## config.mk

```make
export PLATFORM = sky130hd
export DESIGN_NAME = gpset_top
export DESIGN_NICKNAME = d
export VERILOG_FILES = /design/src/gpset_pkg.sv /design/src/gpset_datareg.sv /design/src/gpset_top.sv
export VERILOG_INCLUDE_DIRS = /design/src /design/src/src
export SDC_FILE = /design/constraint.sdc
export NUM_CORES = 1
export LEC_CHECK = 0
export ABC_AREA = 1
export BUFFER_PORTS_ARGS = -buffer_cell sky130_fd_sc_hd__clkbuf_2
export CAP_MARGIN = 10
export CORE_MARGIN = 1.5
export CORE_UTILIZATION = 52
export DETAILED_ROUTE_END_ITERATION = 10
export PLACE_DENSITY = 0.93
export RECOVER_POWER = 50
export SETUP_SLACK_MARGIN = 0.2
export SLEW_MARGIN = 20
export SYNTH_ARGS = -nofsm -noshare
export SYNTH_HDL_FRONTEND = slang
export SYNTH_SLANG_ARGS = --single-unit
```

## constraint.sdc

```tcl
create_clock -name mclk -period 5.1 [get_ports mclk]
set_clock_uncertainty 0.2 [all_clocks]
set_input_delay 0.51 -clock mclk [delete_from_list [all_inputs] [get_ports mclk]]
set_output_delay 0.51 -clock mclk [all_outputs]
set_load 0.02 [all_outputs]
```

## src/gpset_cfg.svh

```systemverilog
`ifndef GPSET_CFG_SVH
`define GPSET_CFG_SVH
// Function
// - writing 1 to a set bit forces that output data bit high
// - writing 0 to a set bit leaves that output data bit unchanged
// - reading the set address returns the live output data value
// - set bit n touches only output data bit n, bits 7 to 0
// - output data drives pin only in gpio mode with driver enabled

// ----------------------------------------------------------------
// widths
// ----------------------------------------------------------------
`define GPSET_ADDR_W 12
`define GPSET_DATA_W 8

// ----------------------------------------------------------------
// register indices, byte address is four times the index
// ----------------------------------------------------------------
`define GPSET_IDX_VALUE 10'h04a
`define GPSET_IDX_SET 10'h04b
`define GPSET_IDX_OEN 10'h050
`define GPSET_IDX_MODE 10'h051

// ----------------------------------------------------------------
// reset values
// ----------------------------------------------------------------
`define GPSET_RST_VALUE 8'h00
`define GPSET_RST_OEN 8'h00
`define GPSET_RST_MODE 8'h00

// ----------------------------------------------------------------
// bus responses
// ----------------------------------------------------------------
`define GPSET_RESP_OKAY 2'h0
`define GPSET_RESP_SLVERR 2'h2

`endif

```

## src/gpset_pkg.sv

```systemverilog
`include "gpset_cfg.svh"

package gpset_pkg;

   // register selected by an address
   typedef enum logic [2:0] {
      GPSET_SEL_NONE = 3'b000,
      GPSET_SEL_VALUE = 3'b001,
      GPSET_SEL_SET = 3'b010,
      GPSET_SEL_OEN = 3'b011,
      GPSET_SEL_MODE = 3'b100
   } gpset_sel_t;

   // write channel state
   typedef enum logic {
      GPSET_WS_COLLECT = 1'b0,
      GPSET_WS_RESP = 1'b1
   } gpset_wstate_t;

   // command into the output data register
   typedef struct packed {
      logic load;
      logic set;
      logic [`GPSET_DATA_W-1:0] bits;
   } gpset_dcmd_t;

endpackage

```

## src/gpset_datareg.sv

```systemverilog
`timescale 1ns/1ps
`default_nettype none
`include "gpset_cfg.svh"

module gpset_datareg (
   input wire logic mclk,
   input wire logic rst,
   input wire gpset_pkg::gpset_dcmd_t cmd,
   output logic [`GPSET_DATA_W-1:0] value
);

   // ----------------------------------------------------------------
   // output data storage
   // ----------------------------------------------------------------

   // plain load, or bitwise or of the mask per pin index
   always_ff @(posedge mclk or posedge rst) begin
      if (rst) begin
         value <= `GPSET_RST_VALUE;
      end else if (cmd.load) begin
         value <= cmd.bits;
      end else if (cmd.set) begin
         value <= value | cmd.bits;
      end
   end
endmodule

`default_nettype wire

```

## src/gpset_top.sv

```systemverilog
// Implementation choice: register access over AXI4-Lite.
`timescale 1ns/1ps
`default_nettype none
`include "gpset_cfg.svh"

module gpset_top (
   input wire logic mclk,
   input wire logic rst,
   input wire logic awvalid,
   output logic awready,
   input wire logic [`GPSET_ADDR_W-1:0] awaddr,
   input wire logic [2:0] awprot,
   input wire logic wvalid,
   output logic wready,
   input wire logic [31:0] wdata,
   input wire logic [3:0] wstrb,
   output logic bvalid,
   input wire logic bready,
   output logic [1:0] bresp,
   input wire logic arvalid,
   output logic arready,
   input wire logic [`GPSET_ADDR_W-1:0] araddr,
   input wire logic [2:0] arprot,
   output logic rvalid,
   input wire logic rready,
   output logic [31:0] rdata,
   output logic [1:0] rresp,
   output logic [`GPSET_DATA_W-1:0] pin_out,
   output logic [`GPSET_DATA_W-1:0] pin_oe
);

   // ----------------------------------------------------------------
   // address decode
   // ----------------------------------------------------------------
   function automatic gpset_pkg::gpset_sel_t decode(
      input logic [`GPSET_ADDR_W-1:0] addr
   );
      gpset_pkg::gpset_sel_t sel;
      sel = gpset_pkg::GPSET_SEL_NONE;
      case (addr[`GPSET_ADDR_W-1:2])
         `GPSET_IDX_VALUE: sel = gpset_pkg::GPSET_SEL_VALUE;
         `GPSET_IDX_SET: sel = gpset_pkg::GPSET_SEL_SET;
         `GPSET_IDX_OEN: sel = gpset_pkg::GPSET_SEL_OEN;
         `GPSET_IDX_MODE: sel = gpset_pkg::GPSET_SEL_MODE;
         default: sel = gpset_pkg::GPSET_SEL_NONE;
      endcase
      return sel;
   endfunction

   logic have_aw;
   logic have_w;
   logic [`GPSET_ADDR_W-1:0] aw_addr;
   logic [`GPSET_DATA_W-1:0] w_data;
   logic w_lane0;
   logic next_have_aw;
   logic next_have_w;
   gpset_pkg::gpset_wstate_t wstate;
   gpset_pkg::gpset_wstate_t next_wstate;
   gpset_pkg::gpset_sel_t w_sel;
   gpset_pkg::gpset_sel_t r_sel;
   gpset_pkg::gpset_dcmd_t dcmd;
   logic [`GPSET_DATA_W-1:0] value;
   logic [`GPSET_DATA_W-1:0] oen;
   logic [`GPSET_DATA_W-1:0] mode;
   logic aw_take;
   logic w_take;
   logic ar_take;
   logic do_write;
   logic wr_ok;
   logic next_rvalid;
   logic [`GPSET_DATA_W-1:0] set_since_load;

   assign aw_take = awvalid && awready;
   assign w_take = wvalid && wready;
   assign ar_take = arvalid && arready;
   assign w_sel = decode(aw_addr);
   assign r_sel = decode(araddr);
   assign do_write = have_aw && have_w &&
                     (wstate == gpset_pkg::GPSET_WS_COLLECT);
   assign wr_ok = do_write && w_lane0;

   // ----------------------------------------------------------------
   // write channel
   // ----------------------------------------------------------------

   // next values of the holding flags and state
   always_comb begin
      next_have_aw = have_aw;
      next_have_w = have_w;
      next_wstate = wstate;
      if (aw_take) begin
         next_have_aw = 1'b1;
      end else if (do_write) begin
         next_have_aw = 1'b0;
      end
      if (w_take) begin
         next_have_w = 1'b1;
      end else if (do_write) begin
         next_have_w = 1'b0;
      end
      case (wstate)
         gpset_pkg::GPSET_WS_COLLECT: begin
            if (do_write) begin
               next_wstate = gpset_pkg::GPSET_WS_RESP;
            end
         end
         gpset_pkg::GPSET_WS_RESP: begin
            if (bvalid && bready) begin
               next_wstate = gpset_pkg::GPSET_WS_COLLECT;
            end
         end
         default: next_wstate = gpset_pkg::GPSET_WS_COLLECT;
      endcase
   end

   // address and data capture, either order
   always_ff @(posedge mclk or posedge rst) begin
      if (rst) begin
         have_aw <= 1'b0;
         have_w <= 1'b0;
         aw_addr <= '0;
         w_data <= '0;
         w_lane0 <= 1'b0;
         wstate <= gpset_pkg::GPSET_WS_COLLECT;
      end else begin
         have_aw <= next_have_aw;
         have_w <= next_have_w;
         wstate <= next_wstate;
         if (aw_take) begin
            aw_addr <= awaddr;
         end
         if (w_take) begin
            w_data <= wdata[`GPSET_DATA_W-1:0];
            w_lane0 <= wstrb[0];
         end
      end
   end

   // ready and response flags
   always_ff @(posedge mclk or posedge rst) begin
      if (rst) begin
         awready <= 1'b0;
         wready <= 1'b0;
         bvalid <= 1'b0;
         bresp <= `GPSET_RESP_OKAY;
      end else begin
         awready <= !next_have_aw &&
                    (next_wstate == gpset_pkg::GPSET_WS_COLLECT);
         wready <= !next_have_w &&
                   (next_wstate == gpset_pkg::GPSET_WS_COLLECT);
         bvalid <= (next_wstate == gpset_pkg::GPSET_WS_RESP);
         if (do_write) begin
            bresp <= (w_sel == gpset_pkg::GPSET_SEL_NONE) ?
                     `GPSET_RESP_SLVERR : `GPSET_RESP_OKAY;
         end
      end
   end

   // ----------------------------------------------------------------
   // register file
   // ----------------------------------------------------------------

   // command into output data, applied at the accepting edge
   always_comb begin
      dcmd.load = wr_ok && (w_sel == gpset_pkg::GPSET_SEL_VALUE);
      dcmd.set = wr_ok && (w_sel == gpset_pkg::GPSET_SEL_SET);
      dcmd.bits = w_data;
   end

   gpset_datareg gpset_datareg_i (
      .mclk(mclk),
      .rst(rst),
      .cmd(dcmd),
      .value(value)
   );

   // driver enable and pin mode
   always_ff @(posedge mclk or posedge rst) begin
      if (rst) begin
         oen <= `GPSET_RST_OEN;
         mode <= `GPSET_RST_MODE;
      end else begin
         if (wr_ok && (w_sel == gpset_pkg::GPSET_SEL_OEN)) begin
            oen <= w_data;
         end
         if (wr_ok && (w_sel == gpset_pkg::GPSET_SEL_MODE)) begin
            mode <= w_data;
         end
      end
   end

   // ----------------------------------------------------------------
   // read channel
   // ----------------------------------------------------------------
   always_comb begin
      next_rvalid = rvalid;
      if (ar_take) begin
         next_rvalid = 1'b1;
      end else if (rvalid && rready) begin
         next_rvalid = 1'b0;
      end
   end

   // one read at a time, data registered on acceptance
   always_ff @(posedge mclk or posedge rst) begin
      if (rst) begin
         arready <= 1'b0;
         rvalid <= 1'b0;
         rdata <= 32'h0;
         rresp <= `GPSET_RESP_OKAY;
      end else begin
         arready <= !next_rvalid;
         rvalid <= next_rvalid;
         if (ar_take) begin
            rresp <= `GPSET_RESP_OKAY;
            case (r_sel)
               gpset_pkg::GPSET_SEL_VALUE: rdata <= {24'h0, value};
               gpset_pkg::GPSET_SEL_SET: rdata <= {24'h0, value};
               gpset_pkg::GPSET_SEL_OEN: rdata <= {24'h0, oen};
               gpset_pkg::GPSET_SEL_MODE: rdata <= {24'h0, mode};
               default: begin
                  rdata <= 32'h0;
                  rresp <= `GPSET_RESP_SLVERR;
               end
            endcase
         end
      end
   end

   // ----------------------------------------------------------------
   // pins
   // ----------------------------------------------------------------

   // driver on only in gpio mode with output enabled
   always_ff @(posedge mclk or posedge rst) begin
      if (rst) begin
         pin_out <= `GPSET_RST_VALUE;
         pin_oe <= `GPSET_RST_OEN & `GPSET_RST_MODE;
      end else begin
         pin_out <= value;
         pin_oe <= oen & mode;
      end
   end

   // bits set since the last plain load, for the read-back check
   always_ff @(posedge mclk or posedge rst) begin
      if (rst) begin
         set_since_load <= `GPSET_RST_VALUE;
      end else if (dcmd.load || dcmd.set) begin
         set_since_load <= dcmd.load ? 8'h00 : (set_since_load | dcmd.bits);
      end
   end
endmodule

`default_nettype wire

```

==> flow_summary.yaml, run 1 <==
status:
  status: "finished, final reports clean"
layout:
  areaGrowthSynthToFinish_pct: 14.0
  layout_common_cells: "nand2_1 (111), dfrtp_1 (76), clkbuf_2 (66)"
  final_core_util: 0.623
  n_antenna_cell: 0
  nets: 514
  final_common_cell: "nand2_1"
  fin_cells: 521
  fill_cells: 492
  final_layout_size_suffix_gt1_frac: 0.220
die:
  die_area_mm2: 0.00682
  ioPinCount: 130
  initial_core_util: 0.547
  die_y_um: 82.6
  placementRows: 28
  core_area_mm2: 0.00603
  die_w_um: 82.6
sta:
  slew-limit-headroom: 0.394
  max_freq_ghz: 0.458
  setup_tns_ns: 0
  setup_viol_count_final: 0
  period_needed_ns: 2.18
  period_share: 0.428
  worst_slew_pin_slew_ns: 0.908
  hold_violations: 0
  final-max-slew-violation-count: 0
  rsz0062_at_grt: "no"
yosys:
  ys_seq_area_frac: 0.577
  synth_area_leaders: "dfrtp_1 (58%), nand2_1 (13%), buf_4 (5.9%)"
  avgSynthCellArea_um2: 8.93
  synth_seq_cells: 76
  yosys_warnings: 0
  syn_area_mm2: 0.00329
  ys_types: 23
  synthCells: 369
  synth_top_area_frac: 0.577
  yosysTopAreaCell: "dfrtp_1"
grt:
  grt_pass1_wl_mm: 10.9
  overflow: 0
  track_usage: 0.218
  antenna_found_initial: 0
  grt_max_degree: 77
  grt_pass1_vias: 2404
flow_run:
  cap_violations: 0
setup_path:
  reg2regPathDepth: 5
  crit_family: "simple AND/OR/NAND/NOR gates"
  cp.depth: 5
  slowest_delay_ns: 0.62
  start_kind: "flip-flop"
  path_class: "flip-flop to flip-flop"
  crit_chain: "nor3_1 > nand2_2 > nor3b_4 > nand2_1 > o21ai_0"
  required_ns: 5.16
  cp.arrival_ns: 2.25
  critPathSlowestCell: "nor3b_4"
  worst-path-buf-inv: 0
  cp-end-kind: "flip-flop"
  cp_max_fo: 16
clock_tree:
  post_cts_resized: 0
  cts_tree: "done"
  path_clk_slew_ns: 0.08
  clock_latency_ns: 0.35
  cts_sinks: 76
  postCtsSetupRepairBufs: 0
  cts_buffers: 9
  cts_root_buf: "clkbuf_8"
  ctsHtreeMaxLevel: 3
  cts.path.max_buffers: 2
  postCtsHoldBufs: 0
power:
  power_mw: 1.50
  ir_drop_mv: 0.298
  power.leakage_nw: 2.08
  power.density_mw_per_mm2: 400
detailed_routing:
  dr.pass1.iters: 4
  ant_nets: 0
  drc: 0
  num_vias: 2536
  routed_wl_mm: 6.51
  drtIter0Drc: 221
  routedWlPerCell_um: 12.5
  vias_per_cell: 4.87
placed_design:
  dpl.cell_count: 505
  dpl.hpwl_mm: 4.72
  portBuffers: 66
  gp_congestion: 0.771
worst_hold_path:
  hold_class: "primary input to flip-flop"
  hold-path-cell-count: 3
[worst reg2reg max path, delay by kind of cell, from the launching register on]
kind	cells	cell delay (ns)
AOI/OAI and AO/OA	1	0.13
DFF	1	0.40
and+or+nand+nor	4	1.36
[cell usage after synthesis (all sizes together)]
master / number
nand2: 114
dfrtp: 76
inv: 46
o21ai: 42
nand3: 33
buf: 29
nor2: 18
nor3: 3
clkbuf: 2
nor3b: 2
a21oi: 1
clkinv: 1
conb: 1
or2: 1
[path summary, 6_finish.rpt]
kind                                           from           to  slack (ns)
hold / removal                           awaddr[11]  aw_addr[11]        0.15
max in group asynchronous                       rst   pin_out[2]        3.91
setup reg to reg                             bvalid      mode[6]        2.92
hold reg to reg            gpset_datareg_i.value[7]   pin_out[7]        0.22
min in group asynchronous                       rst    pin_oe[5]        0.21
setup / recovery                             bvalid      mode[6]        2.92
[report_power, final]
part / switching, mW / total (mW) / internal (mW)
Combinational: 0.220 / 0.310 / 0.0906
Sequential: 0.0684 / 0.783 / 0.714
Clock: 0.223 / 0.411 / 0.188
Total: 0.511 / 1.50 / 0.992
[layer usage]
metal / up-vias / global-route usage / share of wire
met5: - / 0 / 0
met4: 0 / 0.0867 / 0.021
met3: 14 / 0.0670 / 0.065
met2: 101 / 0.356 / 0.48
met1: 1183 / 0.271 / 0.43
li1: 1238 / - / -
[logic make-up after synthesis]
logic type / synth area share
other: 0.00114
AND/OR/NAND/NOR: 0.224
buffers and inverters: 0.123
AO/OA/AOI/OAI: 0.0744
flip-flops: 0.577
[through the flow]
stage,instance area (um^2),setup WS [ns],hold WS [ns]
after floorplan,3390,2.45,0.174
after global placement,3590,2.96,0.202
after detailed placement,3590,2.85,0.206
after CTS,3770,3.11,0.143
after global routing,3760,2.68,0.144
final,3760,2.92,0.149
[flip-flops by register name (all words and copies together) (netlist names)]
signal / count
arready: 1
aw_addr: 10
awready: 1
bresp: 1
bvalid: 1
gpset_datareg_i.value: 8
have_aw: 1
have_w: 1
mode: 8
oen: 8
pin_oe: 8
pin_out: 8
rdata: 8
rresp: 1
rvalid: 1
w_data: 8
w_lane0: 1
wready: 1
[cell type report]
| cell class | instances | area (um^2) | share of cell area |
|---|---|---|---|
| Clock inverter | 6 | 40.0 | 0.0107 |
| Inverter | 47 | 176 | 0.0470 |
| Multi-Input combinational cell | 240 | 1070 | 0.284 |
| Sequential cell | 76 | 1900 | 0.506 |
| Timing Repair Buffer | 67 | 338 | 0.0899 |
| Clock buffer | 10 | 138 | 0.0366 |
| Tap cell | 75 | 93.8 | 0.0250 |
(Power assumes the default switching activity.)
==> run 2: changes to the inputs <==
Settings changed: CORE_UTILIZATION 52 to 44, PLACE_DENSITY 0.93 to 0.84.
Clock period 5.1 ns to 1.8 ns, I/O delays scaled along.
==> flow_summary.yaml, run 2 (synthesis results as in run 1) <==
status:
  status: "finished, final reports clean"
layout:
  final_layout_size_suffix_gt1_frac: 0.314
  top_register: "aw_addr"
  final_core_util: 0.615
  layout_common_cells: "nand2_1 (97), dfrtp_1 (74), clkbuf_2 (66)"
  n_antenna_cell: 0
  nets: 561
  areaGrowthSynthToFinish_pct: 35.5
  fill_cells: 619
  multi_input_area_mm2: 0.00126
  largest_reg_flops: 10
  final_common_cell: "nand2_1"
  seq_area_mm2: 0.00190
placed_design:
  portBuffers: 66
  dpl.hpwl_mm: 4.64
  gp_congestion: 0.745
die:
  die_area_mm2: 0.00802
  initial_core_util: 0.454
  ioPinCount: 130
  die_y_um: 89.5
  die_w_um: 89.5
  core_area_mm2: 0.00725
  placementRows: 31
worst_hold_path:
  hold_path_end: "rresp[1]"
  min_from: "arvalid"
  hold-path-cell-count: 5
  hold_class: "primary input to flip-flop"
sta:
  setup_tns_ns: 0
  max_freq_ghz: 0.609
  hold_violations: 0
  holdWs_ns: 0.0613
  rsz0062_at_grt: "yes"
  period_share: 0.912
  final-max-slew-violation-count: 0
  slew-limit-headroom: 0.370
  period_needed_ns: 1.64
  worst_slew_pin_slew_ns: 0.939
  setup_viol_count_final: 0
detailed_routing:
  drc: 0
  routedWlPerCell_um: 12.4
  vias_per_cell: 4.53
  routed_wl_mm: 7.36
  num_vias: 2682
  drtIter0Drc: 140
  dr.pass1.iters: 5
  ant_nets: 0
clock_tree:
  clock_latency_ns: 0.35
  ctsHtreeMaxLevel: 3
  cts.path.max_buffers: 2
  cts_sinks: 76
  cts_root_buf: "clkbuf_8"
  cts_buffers: 9
  path_clk_slew_ns: 0.09
  cts_tree: "done"
grt:
  grt_pass1_vias: 2575
  track_usage: 0.190
  grt_max_degree: 32
  antenna_found_initial: 0
  overflow: 0
  grt_pass1_wl_mm: 11.4
setup_path:
  rr_startpoint: "aw_addr[10]"
  critPathSlowestCell: "dfrtp_1"
  reg2regPathDepth: 6
  start_kind: "flip-flop"
  r2r_slack_ns: 0.16
  slowest_delay_ns: 0.39
  cp_max_fo: 8
  crit_chain: "or2_4 > buf_4 > nor3b_4 > buf_6 > nand2_1 > o21ai_1"
  cp.arrival_ns: 1.73
  required_ns: 1.88
  cp-end-kind: "flip-flop"
  path_class: "flip-flop to flip-flop"
  r2r_end: "mode[6]"
power:
  power.density_mw_per_mm2: 1100
  ir_drop_mv: 0.785
  power.leakage_nw: 2.35
flow_run:
  cap_violations: 0
## run 2: layout make-up
class	count	share of cell area
sequential	76	0.427
tap	99	0.0278
timing repair inverter	1	0.00112
timing repair buffer	112	0.176
inverter	47	0.0407
clock inverter	7	0.0188
clock buffer	9	0.0278
multi-input combinational	241	0.281
## run 2: how the worst max path moves through the flow
stage	startpoint	end	slack, ns	cells past startpoint
2_1_floorplan	bvalid	mode[1]	0.17	5
3_3_place_gp	aw_addr[11]	gpset_datareg_i.value[6]	0.1	7
3_5_place_dp	aw_addr[11]	gpset_datareg_i.value[5]	0.08	7
4_1_cts	aw_addr[11]	mode[4]	0.19	6
5_1_grt	bvalid	gpset_datareg_i.value[5]	0.06	7
6_report	aw_addr[10]	mode[6]	0.16	6
## run 2: critical path: cells and delay by family, from the launching register on
| family | cells | cell delay [ns] |
|---|---|---|
| flops | 1 | 0.39 |
| simple gates | 3 | 0.59 |
| buf+inv | 2 | 0.33 |
| compound gates | 1 | 0.07 |
## run 2: metrics by stage
stage          setup WS, ns  instances  area, um^2  total power [mW]
5_1_grt              0.0591        592        4460              5.19
3_5_place_dp         0.0845        538        3720              3.20
4_1_cts               0.191        583        4270              4.69
2_1_floorplan         0.165        394        3400              2.92
3_3_place_gp         0.0989        538        3720              3.14
6_report              0.158        592        4460              4.90
## run 2: routing by layer
layer,GRT usage,vias to the layer above,routed length [um]
li1,-,1335,-
met1,0.219,1253,3070
met2,0.336,87,3890
met3,0.0536,7,339
met4,0.0713,0,62
met5,0,-,0
## run 2: power by group
part	total, mW	internal [mW]	switching [mW]
clock	1.35	0.664	0.686
combinational	1.27	0.479	0.794
sequential	2.27	2.03	0.248
## run 2: what timing repair did
item	in CTS	in global routing
buffers inserted	4	7
endpoints found under the setup margin	22	26
resized for setup	17	45
hold endpoints to repair	101	0
pin swaps	5	14
hold buffers	24	0
cloned	1	2
